--- src/rtl/brc_pkg.sv ---
// Package of constants and types for the regulator control register bank
// Notes on behaviour
// - First byte: address with msb one, R/W
// - Second byte selects register, upper five zero
// - Primary code: 0x00 is 400mV, 5mV steps
// - Alternate code same encoding, both reset 0x64
// - Control at 0x03 reset 0x6F; status 0x05
// - Control bit7 written one resets everything
// - Bit6 forces pulse width mode during changes
// - Bit5 clear disables, set restarts without delay
// - Bit4 selects power-save or forced pulse width
// - Bit3 enables active output discharge
// - Bit2 selects retry or latch-off short protection
// - Bits1:0 set time per voltage step
// - Status bit4 latches thermal warning
// - Status bit3 latches retry protection entry
// - Status bit0 latches input undervoltage
// - Status flags held until reset or read
// - Write lands at falling edge after ack
// - Unimplemented addresses read back 00h
// - Soft reset restarts; writes blocked during delay
// - Chip activate falling edge resets registers
package brc_pkg;
  localparam logic [7:0] REG_PRIMARY = 8'h01;
  localparam logic [7:0] REG_ALTERNATE = 8'h02;
  localparam logic [7:0] REG_CONTROL = 8'h03;
  localparam logic [7:0] REG_FLAGS = 8'h05;
  localparam logic [7:0] RST_VOLTAGE = 8'h64;
  localparam logic [7:0] RST_CONTROL = 8'h6F;
  localparam logic [7:0] RST_FLAGS = 8'h00;
  localparam logic [7:0] READ_UNMAPPED = 8'h00;
  localparam int CTL_SOFT_RESET = 7;
  localparam int CTL_FORCED_PULSE_WIDTH_MODE_ON_CHANGE = 6;
  localparam int CTL_ENABLE = 5;
  localparam int CTL_FORCED_PULSE_WIDTH_MODE = 4;
  localparam int CTL_DISCHARGE = 3;
  localparam int CTL_RETRY = 2;
  localparam int FLG_THERMAL = 4;
  localparam int FLG_RETRY = 3;
  localparam int FLG_UNDERVOLT = 0;
  localparam logic [7:0] FLG_USED_MASK = 8'h19;
  localparam logic [6:0] ADDR_MSB_MASK = 7'h40;
  localparam logic [4:0] SEL_UPPER_ZERO = 5'h00;
  localparam int CLK_MHZ = 250;
  // Start delay after soft reset, in microseconds
  localparam int START_DELAY_US = 500;
  localparam int START_DELAY_CYC = START_DELAY_US * CLK_MHZ;
  // Step times in nanoseconds
  localparam int STEP0_NS = 250;
  localparam int STEP1_NS = 500;
  localparam int STEP2_NS = 1000;
  localparam int STEP3_NS = 5000;
  localparam int CLK_NS = 4;
  localparam int STEP0_CYC = STEP0_NS / CLK_NS;
  localparam int STEP1_CYC = STEP1_NS / CLK_NS;
  localparam int STEP2_CYC = STEP2_NS / CLK_NS;
  localparam int STEP3_CYC = STEP3_NS / CLK_NS;
  localparam int STEP_W = 11;

  // Serial engine states, Gray along the usual path
  typedef enum logic [2:0] {
    ST_IDLE = 3'b000,
    ST_ADDR = 3'b001,
    ST_ADDR_ACK = 3'b011,
    ST_RX = 3'b010,
    ST_RX_ACK = 3'b110,
    ST_TX = 3'b111,
    ST_TX_ACK = 3'b101
  } brc_state_type;

  // Serial engine state record
  typedef struct packed {
    brc_state_type st;
    logic [3:0] bits;
    logic [7:0] shreg;
    logic rnw;
    logic have_sel;
    logic [7:0] sel;
    logic sda_oe;
    logic wr_pulse;
    logic [7:0] wr_data;
    logic rd_pulse;
  } brc_ser_type;
endpackage

--- src/rtl/brc_serial.sv ---
// Two-wire serial target engine of the register bank
`timescale 1ns/1ps
module brc_serial (
  input wire logic clk,
  input wire logic rst,
  input wire logic scl_s,
  input wire logic sda_s,
  input wire logic [6:0] own_addr,
  input wire logic [7:0] rd_data,
  output logic sda_oe,
  output logic wr_pulse,
  output logic [7:0] wr_sel,
  output logic [7:0] wr_data,
  output logic rd_pulse
);
  brc_pkg::brc_ser_type q, d;
  logic scl_d, sda_d; // Previous synchronised levels
  logic scl_rise, scl_fall, start_c, stop_c;

  // Edge history of synchronised bus lines
  always_ff @(posedge clk) begin
    if (rst) begin
      scl_d <= 1'b1;
      sda_d <= 1'b1;
    end else begin
      scl_d <= scl_s;
      sda_d <= sda_s;
    end
  end

  assign scl_rise = scl_s & ~scl_d;
  assign scl_fall = ~scl_s & scl_d;
  assign start_c = scl_s & scl_d & sda_d & ~sda_s;
  assign stop_c = scl_s & scl_d & ~sda_d & sda_s;

  // Next state of the engine
  always_comb begin
    d = q;
    d.wr_pulse = 1'b0;
    d.rd_pulse = 1'b0;
    if (start_c) begin
      // Start or repeated start: address byte follows
      d.st = brc_pkg::ST_ADDR;
      d.bits = 4'h0;
      d.sda_oe = 1'b0;
    end else if (stop_c) begin
      d.st = brc_pkg::ST_IDLE;
      d.sda_oe = 1'b0;
      d.have_sel = 1'b0;
    end else begin
      case (q.st)
        brc_pkg::ST_ADDR, brc_pkg::ST_RX: begin
          // Sample on rising clock, msb first
          if (scl_rise) begin
            d.shreg = {q.shreg[6:0], sda_s};
            d.bits = q.bits + 4'h1;
          end else if (scl_fall && q.bits == 4'h8) begin
            d.bits = 4'h0;
            if (q.st == brc_pkg::ST_ADDR) begin
              // Match own address; msb must be one
              if (q.shreg[7:1] == own_addr && (q.shreg[7:1] & brc_pkg::ADDR_MSB_MASK) != 7'h00) begin
                d.rnw = q.shreg[0];
                d.st = brc_pkg::ST_ADDR_ACK;
                d.sda_oe = 1'b1;
              end else begin
                d.st = brc_pkg::ST_IDLE;
              end
            end else begin
              // First data byte is the register select
              d.st = brc_pkg::ST_RX_ACK;
              d.sda_oe = 1'b1;
              // Select is captured here, counted only once its ack ends
              if (!q.have_sel) begin
                d.sel = q.shreg;
              end
            end
          end
        end
        brc_pkg::ST_ADDR_ACK: begin
          if (scl_fall) begin
            if (q.rnw) begin
              // Read: drive first bit of selected register
              d.st = brc_pkg::ST_TX;
              d.shreg = rd_data;
              d.sda_oe = ~rd_data[7];
              d.bits = 4'h1;
            end else begin
              d.st = brc_pkg::ST_RX;
              d.sda_oe = 1'b0;
              d.have_sel = 1'b0;
            end
          end
        end
        brc_pkg::ST_RX_ACK: begin
          if (scl_fall) begin
            d.st = brc_pkg::ST_RX;
            d.sda_oe = 1'b0;
            if (q.have_sel) begin
              // Data byte lands on ack falling edge; a wide select drops it
              if (q.sel[7:3] == brc_pkg::SEL_UPPER_ZERO) begin
                d.wr_pulse = 1'b1;
              end
            end else begin
              // Select byte acked, later bytes are data whatever their value
              d.have_sel = 1'b1;
            end
            d.wr_data = q.shreg;
          end
        end
        brc_pkg::ST_TX: begin
          if (scl_fall) begin
            if (q.bits == 4'h8) begin
              d.st = brc_pkg::ST_TX_ACK;
              d.sda_oe = 1'b0;
              d.rd_pulse = 1'b1;
            end else begin
              d.sda_oe = ~q.shreg[3'(7 - q.bits)];
              d.bits = q.bits + 4'h1;
            end
          end
        end
        brc_pkg::ST_TX_ACK: begin
          // Host ack keeps going, nack ends read
          if (scl_rise) begin
            d.st = sda_s ? brc_pkg::ST_IDLE : brc_pkg::ST_TX_ACK;
            d.rnw = ~sda_s;
          end else if (scl_fall && q.rnw) begin
            d.st = brc_pkg::ST_TX;
            d.shreg = rd_data;
            d.sda_oe = ~rd_data[7];
            d.bits = 4'h1;
          end
        end
        default: d.st = brc_pkg::ST_IDLE;
      endcase
    end
  end

  // State register
  always_ff @(posedge clk) begin
    if (rst) begin
      q <= '0;
    end else begin
      q <= d;
    end
  end

  assign sda_oe = q.sda_oe;
  assign wr_pulse = q.wr_pulse;
  assign wr_sel = q.sel;
  assign wr_data = q.wr_data;
  assign rd_pulse = q.rd_pulse;
endmodule

--- src/rtl/brc_top.sv ---
// Register bank of the step-down regulator behind a two-wire serial target
`timescale 1ns/1ps
module brc_top #(
  parameter int START_DELAY = brc_pkg::START_DELAY_CYC
) (
  input wire logic CLK_SYS,
  input wire logic SYS_RST,
  input wire logic SCL_IN,
  input wire logic SDA_IN,
  output logic SDA_OUT,
  output logic SDA_OE,
  input wire logic [6:0] TARGET_ADDR,
  input wire logic CHIP_ACTIVATE,
  input wire logic THERMAL_WARN,
  input wire logic RETRY_ENTERED,
  input wire logic INPUT_UNDERVOLT,
  input wire logic VOLTAGE_CHANGING,
  output logic [7:0] PRIMARY_VOLTAGE_CODE,
  output logic [7:0] ALTERNATE_VOLTAGE_CODE,
  output logic CONVERTER_ENABLE,
  output logic RESTART_NO_DELAY,
  output logic FORCED_PULSE_WIDTH_MODE,
  output logic OUTPUT_DISCHARGE,
  output logic RETRY_SHORT_PROTECTION,
  output logic STEP_TICK,
  output logic START_PENDING
);
  typedef struct packed {
    logic [7:0] prim;
    logic [7:0] alt;
    logic [7:0] ctl;
    logic [7:0] flg;
    logic [31:0] delay;
    logic [10:0] step;
    logic tick;
    logic restart;
    logic forced_pulse_width_mode;
    logic sda_oe;
    logic act_d;
    logic pend; // Start delay still running
  } brc_top_type;

  brc_top_type q, d;
  logic [1:0] scl_m, sda_m, act_m, thr_m, ret_m, uv_m; // Two-stage synchronisers
  logic [6:0] adr_m0, adr_m1; // Strap address synchroniser stages
  logic [7:0] rd_data;
  logic [10:0] step_len;
  logic ser_oe, wr_pulse, rd_pulse;
  logic [7:0] wr_sel, wr_data;

  // Synchronise every pin except CLK_SYS, SYS_RST and VOLTAGE_CHANGING, first stage read only by second
  always_ff @(posedge CLK_SYS) begin
    if (SYS_RST) begin
      scl_m <= 2'h3;
      sda_m <= 2'h3;
      act_m <= 2'h0;
      thr_m <= 2'h0;
      ret_m <= 2'h0;
      uv_m <= 2'h0;
      adr_m0 <= 7'h00;
      adr_m1 <= 7'h00;
    end else begin
      scl_m <= {scl_m[0], SCL_IN};
      sda_m <= {sda_m[0], SDA_IN};
      act_m <= {act_m[0], CHIP_ACTIVATE};
      thr_m <= {thr_m[0], THERMAL_WARN};
      ret_m <= {ret_m[0], RETRY_ENTERED};
      uv_m <= {uv_m[0], INPUT_UNDERVOLT};
      // Strap may move, so it is treated like any pin
      adr_m0 <= TARGET_ADDR;
      adr_m1 <= adr_m0;
    end
  end

  brc_serial u_serial (
    .clk(CLK_SYS),
    .rst(SYS_RST),
    .scl_s(scl_m[1]),
    .sda_s(sda_m[1]),
    .own_addr(adr_m1),
    .rd_data(rd_data),
    .sda_oe(ser_oe),
    .wr_pulse(wr_pulse),
    .wr_sel(wr_sel),
    .wr_data(wr_data),
    .rd_pulse(rd_pulse)
  );

  // Read mux; unmapped select reads zero
  always_comb begin
    if (wr_sel == brc_pkg::REG_PRIMARY) begin
      rd_data = q.prim;
    end else if (wr_sel == brc_pkg::REG_ALTERNATE) begin
      rd_data = q.alt;
    end else if (wr_sel == brc_pkg::REG_CONTROL) begin
      rd_data = q.ctl;
    end else if (wr_sel == brc_pkg::REG_FLAGS) begin
      rd_data = q.flg & brc_pkg::FLG_USED_MASK;
    end else begin
      rd_data = brc_pkg::READ_UNMAPPED;
    end
  end

  // Step time select from ramp speed field
  always_comb begin
    case (q.ctl[1:0])
      2'h0: step_len = 11'(brc_pkg::STEP0_CYC);
      2'h1: step_len = 11'(brc_pkg::STEP1_CYC);
      2'h2: step_len = 11'(brc_pkg::STEP2_CYC);
      default: step_len = 11'(brc_pkg::STEP3_CYC);
    endcase
  end

  // Register bank next state
  always_comb begin
    d = q;
    d.act_d = act_m[1];
    d.restart = 1'b0;
    d.sda_oe = ser_oe;
    // Step tick divider
    d.tick = 1'b0;
    if (q.step >= step_len - 11'h1) begin
      d.step = 11'h0;
      d.tick = 1'b1;
    end else begin
      d.step = q.step + 11'h1;
    end
    // Start delay countdown blocks writes
    if (q.delay != 32'h0) begin
      d.delay = q.delay - 32'h1;
    end
    // Status read clears; new events win over the clear
    if (rd_pulse && wr_sel == brc_pkg::REG_FLAGS) begin
      d.flg = brc_pkg::RST_FLAGS;
    end
    if (thr_m[1]) d.flg[brc_pkg::FLG_THERMAL] = 1'b1;
    if (ret_m[1]) d.flg[brc_pkg::FLG_RETRY] = 1'b1;
    if (uv_m[1]) d.flg[brc_pkg::FLG_UNDERVOLT] = 1'b1;
    // Register writes, primary and alternate codes and control
    if (wr_pulse && q.delay == 32'h0) begin
      if (wr_sel == brc_pkg::REG_PRIMARY) begin
        d.prim = wr_data;
      end else if (wr_sel == brc_pkg::REG_ALTERNATE) begin
        d.alt = wr_data;
      end else if (wr_sel == brc_pkg::REG_CONTROL) begin
        d.ctl = wr_data;
        // Re-enable restarts without the start delay
        if (wr_data[brc_pkg::CTL_ENABLE] && !q.ctl[brc_pkg::CTL_ENABLE]) d.restart = 1'b1;
        if (wr_data[brc_pkg::CTL_SOFT_RESET]) begin
          // Soft reset: defaults and a fresh start
          d.prim = brc_pkg::RST_VOLTAGE;
          d.alt = brc_pkg::RST_VOLTAGE;
          d.ctl = brc_pkg::RST_CONTROL;
          d.flg = brc_pkg::RST_FLAGS;
          d.delay = 32'(START_DELAY);
        end
      end
    end
    // Chip activate falling edge resets the bank
    if (q.act_d && !act_m[1]) begin
      d.prim = brc_pkg::RST_VOLTAGE;
      d.alt = brc_pkg::RST_VOLTAGE;
      d.ctl = brc_pkg::RST_CONTROL;
      d.flg = brc_pkg::RST_FLAGS;
    end
    // Forced pulse width: always, or during voltage change
    d.forced_pulse_width_mode = d.ctl[brc_pkg::CTL_FORCED_PULSE_WIDTH_MODE] | (d.ctl[brc_pkg::CTL_FORCED_PULSE_WIDTH_MODE_ON_CHANGE] & VOLTAGE_CHANGING);
    // Pending flag registered so the pin comes from a flip-flop
    d.pend = d.delay != 32'h0;
  end

  // Single register stage for all bank state
  always_ff @(posedge CLK_SYS) begin
    if (SYS_RST) begin
      q <= '0;
      q.prim <= brc_pkg::RST_VOLTAGE;
      q.alt <= brc_pkg::RST_VOLTAGE;
      q.ctl <= brc_pkg::RST_CONTROL;
      q.flg <= brc_pkg::RST_FLAGS;
    end else begin
      q <= d;
    end
  end

  // Outputs straight from flip-flops, except SDA_OUT which is tied low
  assign SDA_OUT = 1'b0;
  assign SDA_OE = q.sda_oe;
  assign PRIMARY_VOLTAGE_CODE = q.prim;
  assign ALTERNATE_VOLTAGE_CODE = q.alt;
  assign CONVERTER_ENABLE = q.ctl[brc_pkg::CTL_ENABLE];
  assign RESTART_NO_DELAY = q.restart;
  assign FORCED_PULSE_WIDTH_MODE = q.forced_pulse_width_mode;
  assign OUTPUT_DISCHARGE = q.ctl[brc_pkg::CTL_DISCHARGE];
  assign RETRY_SHORT_PROTECTION = q.ctl[brc_pkg::CTL_RETRY];
  assign STEP_TICK = q.tick;
  assign START_PENDING = q.pend;
endmodule

--- config.mk ---
export PLATFORM = sky130hd
export DESIGN_NAME = brc_top
export DESIGN_NICKNAME = d
export VERILOG_FILES = /design/src/rtl/brc_pkg.sv /design/src/rtl/brc_serial.sv /design/src/rtl/brc_top.sv
export SDC_FILE = /design/constraint.sdc
export NUM_CORES = 1
export LEC_CHECK = 0
export BUFFER_PORTS_ARGS = -buffer_cell sky130_fd_sc_hd__buf_2
export CORE_MARGIN = 2
export CORE_UTILIZATION = 39
export CTS_BUF_LIST = sky130_fd_sc_hd__clkbuf_16
export CTS_CLUSTER_DIAMETER = 80
export DETAILED_ROUTE_END_ITERATION = 8
export PLACE_DENSITY = 0.57
export SYNTH_ARGS = -nofsm -noshare
export SYNTH_HDL_FRONTEND = slang
export SYNTH_SLANG_ARGS = --single-unit
--- constraint.sdc ---
create_clock -name CLK_SYS -period 2.78 [get_ports CLK_SYS]
set_input_delay 0.695 -clock CLK_SYS [delete_from_list [all_inputs] [get_ports CLK_SYS]]
set_output_delay 0.695 -clock CLK_SYS [all_outputs]
set_load 0.01 [all_outputs]
Word-level counts from Yosys, hierarchy flattened --
Cells that the tools add are included.
Word-level totals: bits in registers 145, input bits 16, output and inout bits 25
Operators by class: $add $sub $neg 5, $lt $le $gt $ge 2, equal/unequal tests 42, multiplexer cells 72, bitwise operators 27, reduce and logical (&&, ||, !) cells 43
Operators by type and width (count):
- $mux W47 | 3
- $mux W64 | 2
- $mux W8 | 8
- $reduce_bool A32 Y1 | 2
- $mux W15 | 3
- $pmux W11 S3 | 1
- $logic_not A32 Y1 | 1
- $mux W32 | 1
- $sub A32 B1 Y32 const B | 1
- $mux W1 | 29
- $mux W12 | 2
- $pmux W8 S3 | 1
- $ne A2 B1 Y1 const B | 11
- $mux W3 | 7
- $reduce_and A7 Y1 | 3
- $ne A4 B1 Y1 const B | 5
- $not A1 Y1 | 18
- $reduce_and A9 Y1 | 2
- $eq A8 B2 Y1 const B | 2
- $pmux W4 S4 | 1
- $reduce_and A4 Y1 | 4
- $reduce_and A8 Y1 | 2
- $pmux W3 S5 | 1
- $mux W7 | 2
- 43 further kinds | 79

Logic depth before layout (Yosys ltp) --
depth in word-level cells 12, depth in mapped cells 11

Modules after synthesis --
Synthesis repeated with hierarchy kept, for this count alone.
Unflattened totals: cells, all modules 801, area, all modules 7043.0 µm²
Modules (own cells, without submodules):
- brc_top | times used 1, cells an instance 529, area an instance 4655.7 µm²
- brc_serial | times used 1, cells an instance 272, area an instance 2387.3 µm²

Least setup slack after synthesis --
OpenSTA, ideal clock, no wires.
path kind register -> register, start reg q[17] (netlist bit), end reg q (netlist bit PRIMARY_VOLTAGE_CODE[2]), setup time 130 ps, arrival time 2479 ps, path slack 171 ps, cell stages (with the launch flop) 12, path buffers 2, clock period less this slack 2609 ps, cell sequence dfxtp_1 -> inv_1 -> ha_1 -> or4b_1 -> clkbuf_1 -> or2_2 -> nor4_1 -> nand2_1 -> or3_1 -> clkbuf_1 -> nor3_1 -> o21ai_1
On the way: longest elaborated chain between the ends 3
Ends and longest elaborated chain:
- start, declared | line brc_top.sv:43 | brc_top_type q, d;
- $logic_not A32 Y1 | line brc_top.sv:140 | if (wr_pulse && q.delay == 32'h0) begin
- $logic_and A1 B1 Y1 | line brc_top.sv:140
- $reduce_and A4 Y1 (no line)
Every way passes these cells. A chain may end at the register's enable or synchronous reset.

Final worst setup path --
start reg q[28] (netlist bit), end reg q (netlist bit FORCED_PULSE_WIDTH_MODE)
On the way: longest elaborated chain between the ends 6
Ends and longest elaborated chain:
- $logic_not A32 Y1 (*) | line brc_top.sv:140
- $logic_and A1 B1 Y1 (*) | line brc_top.sv:140
- $mux W47 (*) | line brc_top.sv:140
- $mux W15 (*) | line brc_top.sv:160 | if (q.act_d && !act_m[1]) begin
- $and A1 B1 Y1 | line brc_top.sv:167 | d.forced_pulse_width_mode = d.ctl[brc_pkg::CTL_FORCED_PULSE_WIDTH_MODE] | (d.ctl[brc_pkg::CTL_FORCED_PULSE_WID ...
- $or A1 B1 Y1 (*) | line brc_top.sv:167
Every way passes the cells marked *; elsewhere a longest branch is shown, timed or not.

==> summary.txt <==
Critical path
  – Crit Path Category: register to register
  – Crit-path slowest cell: or4_4
  – Crit-path leading delay family: simple AND/OR/NAND/NOR gates
  – CP Launch Type: register
  – Flop-to-flop setup slack: 0.08 ns
  – Critical Path RT: 3.11 ns
  – CP arrival: 3.04 ns
  – Critical-path cell list: or4_4, or4_4, nor4_4, buf_4, buf_4, nand4_4, nor2_4, a211oi_2, o32ai_1
  – Worst path max stage delay: 0.53 ns
  – RR Endpoint: FORCED_PULSE_WIDTH_MODE
  – CP Max Fanout: 4
  – CP bufs+invs: 2
  – Crit. End Element: register
  – Reg-to-reg critical path startpoint: q[28]
  – Worst reg-to-reg path cell count: 9

Global routing
  – Grt total ovfl: 0
  – Met3 Use GR: 4.505%
  – Largest net degree at the start of global routing: 47
  – Vias in the first global route: 5,408
  – GRT busiest layer: met2
  – Initial antenna violation count: 0
  – Met1 usage: 26.26%
  – GR Util All Layers: 18.84%
  – GR met2 Demand/Resource: 28.23%
  – First-pass GRT wire length: 27.20 mm

Clock tree
  – Clock root cell: clkbuf_16
  – CTS sink cnt: 139
  – Worst skew pair latency: 0.42 ns
  – Clock tree from TritonCTS: built
  – Clock Tree Buf Depth: 2
  – H-tree Lvls: 4
  – Clock Pin Slew Worst Setup and Hold Paths: 0.06 ns
  – CTS buffer count: 17

Synth
  – Seq cells post-synth: 139
  – Number of synthesized flops with an enable pin: 0
  – Async S/R FF share, synth: 0%
  – Syn. warnings: 0
  – Most common flop cell mapped by yosys: dfxtp_1
  – Synthesized cell area: 6664 µm²
  – Post-synthesis sequential area ratio: 41.76%
  – Netlist cell types: 67
  – Gate Count Post-Synth: 773
  – Synthesized area per cell: 8.621 µm²

Power and ir drop
  – Power per cell area: 866.7 nW/µm²
  – Peak VDD IR: 0.0005538 V
  – Clk pwr share: 32.1%
  – Share of power burned in registers: 34.6%
  – Leak pwr: 3.122 nW
  – Net Switching: 2.281 mW
  – Sw Ratio: 33.48%
  – Int Pwr: 4.532 mW
  – Comb power frac: 33.2%

Floorplanning
  – Core Area: 16,640 µm²
  – # IOs: 41
  – Die area: 18,150 µm²
  – Rows: 47
  – Die W: 134.7 µm
  – Initial Util: 40.04%
  – Die Ht: 134.7 µm

Cells and area
  – Ratio of cells with drive above 1 in the final layout: 19.57%
  – Area Growth Syn to Fin: 17.95%
  – Inserted Diodes: 0
  – # fillers: 1,545
  – Final Net Count: 853
  – Most frequent cells in the layout: dfxtp_1 (137), nor2_1 (100), nand2_1 (54)
  – Layout Cells excl Fill: 1,058
  – Most common cell after layout, fill and taps aside: dfxtp_1

Timing
  – F_max: 369.7 MHz
  – Final Hold Vio Count: 0
  – Fin Hold WS: 0.4112 ns
  – Final min period: 2.705 ns
  – Slew @ Worst Pin: 0.8414 ns
  – Worst Clk Skew: 0.01298 ns
  – Slew Viols, Final: 0
  – Relative slew slack: 43.66%
  – Final setup violation count: 0
  – Fin crit share: 97.30%
  – RSZ-0062 raised after global routing: yes

Routing
  – Number of vias per cell: 5.442
  – Final WL: 16.52 mm
  – DR iter-0 viols: 438
  – DR WL/cell: 15.61 µm
  – Total number of vias: 5,758
  – DRT antenna net count: 0
  – DRT Pass-1 Iters: 5
  – Drt drc: 0

Place
  – Routability cong.: 0.8878
  – I/O Buffers: 39
  – Detail Placement HPWL: 12.08 mm
  – DP Cell Count: 1,022

Min path
  – WHS Path Cells: 1
  – End of the worst hold path: sda_m[1]
  – Hold_sp: sda_m[0]
  – HP Class: register to register

Status
  – Status: finished clean

Flow run
  – MaxCap Viol Count: 0
-- flip-flops by register name, indices dropped and copies added (netlist names), 7 cells and up --
name,flops
ALTERNATE_VOLTAGE_CODE,8
adr_m1,7
u_serial.wr_sel,8
PRIMARY_VOLTAGE_CODE,8
adr_m0,7
q,51
u_serial.wr_data,8
u_serial.q,17
-- layout make-up --
type                    count  area (µm²)  share of cell area, %
multi-input cells         568        3616                  46.00
flip-flops and latches    139        2785                  35.43
repair buffers             88       566.8                  7.211
clock buffers              17       425.4                  5.412
well taps                 220       275.3                  3.502
clock inverters            15       150.1                  1.910
inverters                  11       41.29                 0.5253
-- cells in the mapped netlist, drive strengths merged, types with 2 or more instances --
| cell | n | area share (%) |
|---|---|---|
| and3 | 6 | 0.56 |
| a311oi | 2 | 0.26 |
| or4 | 10 | 1.2 |
| mux4 | 2 | 0.68 |
| or2 | 17 | 1.6 |
| a22oi | 5 | 0.56 |
| nor2 | 102 | 5.8 |
| nand2b | 10 | 0.94 |
| o31a | 3 | 0.39 |
| nand2 | 54 | 3.0 |
| nor3b | 3 | 0.34 |
| nor3 | 27 | 2.2 |
| o31ai | 6 | 0.68 |
| buf | 21 | 2.3 |
| a21oi | 41 | 3.1 |
| mux2i | 33 | 5.0 |
| o41ai | 2 | 0.26 |
| xor2 | 17 | 2.2 |
| a2111oi | 2 | 0.26 |
| o21ai | 30 | 2.3 |
| dfxtp | 139 | 42 |
| o22a | 3 | 0.39 |
| or3 | 13 | 1.2 |
| a31oi | 11 | 1.0 |
| mux2 | 5 | 0.84 |
| xnor2 | 17 | 2.2 |
| nand4b | 4 | 0.53 |
| o22ai | 3 | 0.28 |
| nor4b | 5 | 0.66 |
| ha | 12 | 2.3 |
| clkbuf | 35 | 2.0 |
| inv | 11 | 0.62 |
| nand3b | 3 | 0.34 |
| nor2b | 33 | 3.1 |
| a211oi | 4 | 0.45 |
| nand3 | 34 | 2.6 |
| nand4 | 9 | 1.1 |
| a21o | 6 | 0.68 |
| a211o | 2 | 0.26 |
| nor4 | 16 | 2.1 |
-- worst max-delay path by stage --
| stage | end | cells after the start | startpoint |
|---|---|---|---|
| after floorplan | PRIMARY_VOLTAGE_CODE[2] | 11 | q[17] |
| after global placement | FORCED_PULSE_WIDTH_MODE | 8 | q[26] |
| after detailed placement | PRIMARY_VOLTAGE_CODE[3] | 8 | q[30] |
| after CTS | PRIMARY_VOLTAGE_CODE[3] | 11 | q[17] |
| after global routing | FORCED_PULSE_WIDTH_MODE | 9 | q[28] |
| final | FORCED_PULSE_WIDTH_MODE | 9 | q[28] |
-- power by group through the flow --
stage	Clock, mW	Sequential (mW)	Combinational [mW]
2_1_floorplan	0	2.35	1.52
3_3_place_gp	0	2.38	2.12
3_5_place_dp	0	2.39	2.14
4_1_cts	2.24	2.35	2.20
5_1_grt	2.32	2.38	2.54
6_report	2.19	2.36	2.26
-- worst register-to-register path: stages (launching register included) --
cell,delay [ns]
dfxtp_2,0.33
or4_4,0.51
or4_4,0.53
nor4_4,0.35
buf_4,0.19
buf_4,0.12
nand4_4,0.15
nor2_4,0.16
a211oi_2,0.05
o32ai_1,0.22
-- cell families (layout without fill, tap and decap cells) --
| group | after synthesis | after routing | share of synthesized area [%] |
|---|---|---|---|
| xor+xnor | 34 | 34 | 4.469 |
| compound gates | 127 | 127 | 11.79 |
| other cells | 1 | 2 | 0.05627 |
| flops | 139 | 139 | 41.76 |
| buf+inv | 67 | 131 | 4.863 |
| simple gates | 353 | 353 | 28.33 |
| fa+ha+maj | 12 | 12 | 2.253 |
| mux | 40 | 40 | 6.478 |
-- through the flow --
step                      setup slack [ns]  total power [mW]   TNS [ns]  utilization, %  area (µm²)
after floorplan                     0.1710             3.876          0               -        6668
after global placement             0.06567             4.499          0           43.22        7193
after detailed placement         -0.002935             4.528  -0.004320           43.22        7193
after CTS                          0.05642             6.793          0           46.89        7804
after global routing              -0.04528             7.241   -0.05201           47.23        7860
final                              0.07510             6.813          0           47.23        7860
-- timing repair --
action                                  CTS  global route
endpoints found under the setup margin    9            19
gates resized for setup                   3            13
pin swaps                                 2             4
setup buffers                             3             1
hold buffers                              0             0
-- metal layers --
layer	up-vias	wire, µm
met5	-	0
met4	0	262
met3	22	945
met2	187	7324
met1	2716	7984
li1	2833	-
No activity file was read; power rests on OpenSTA's default activity.
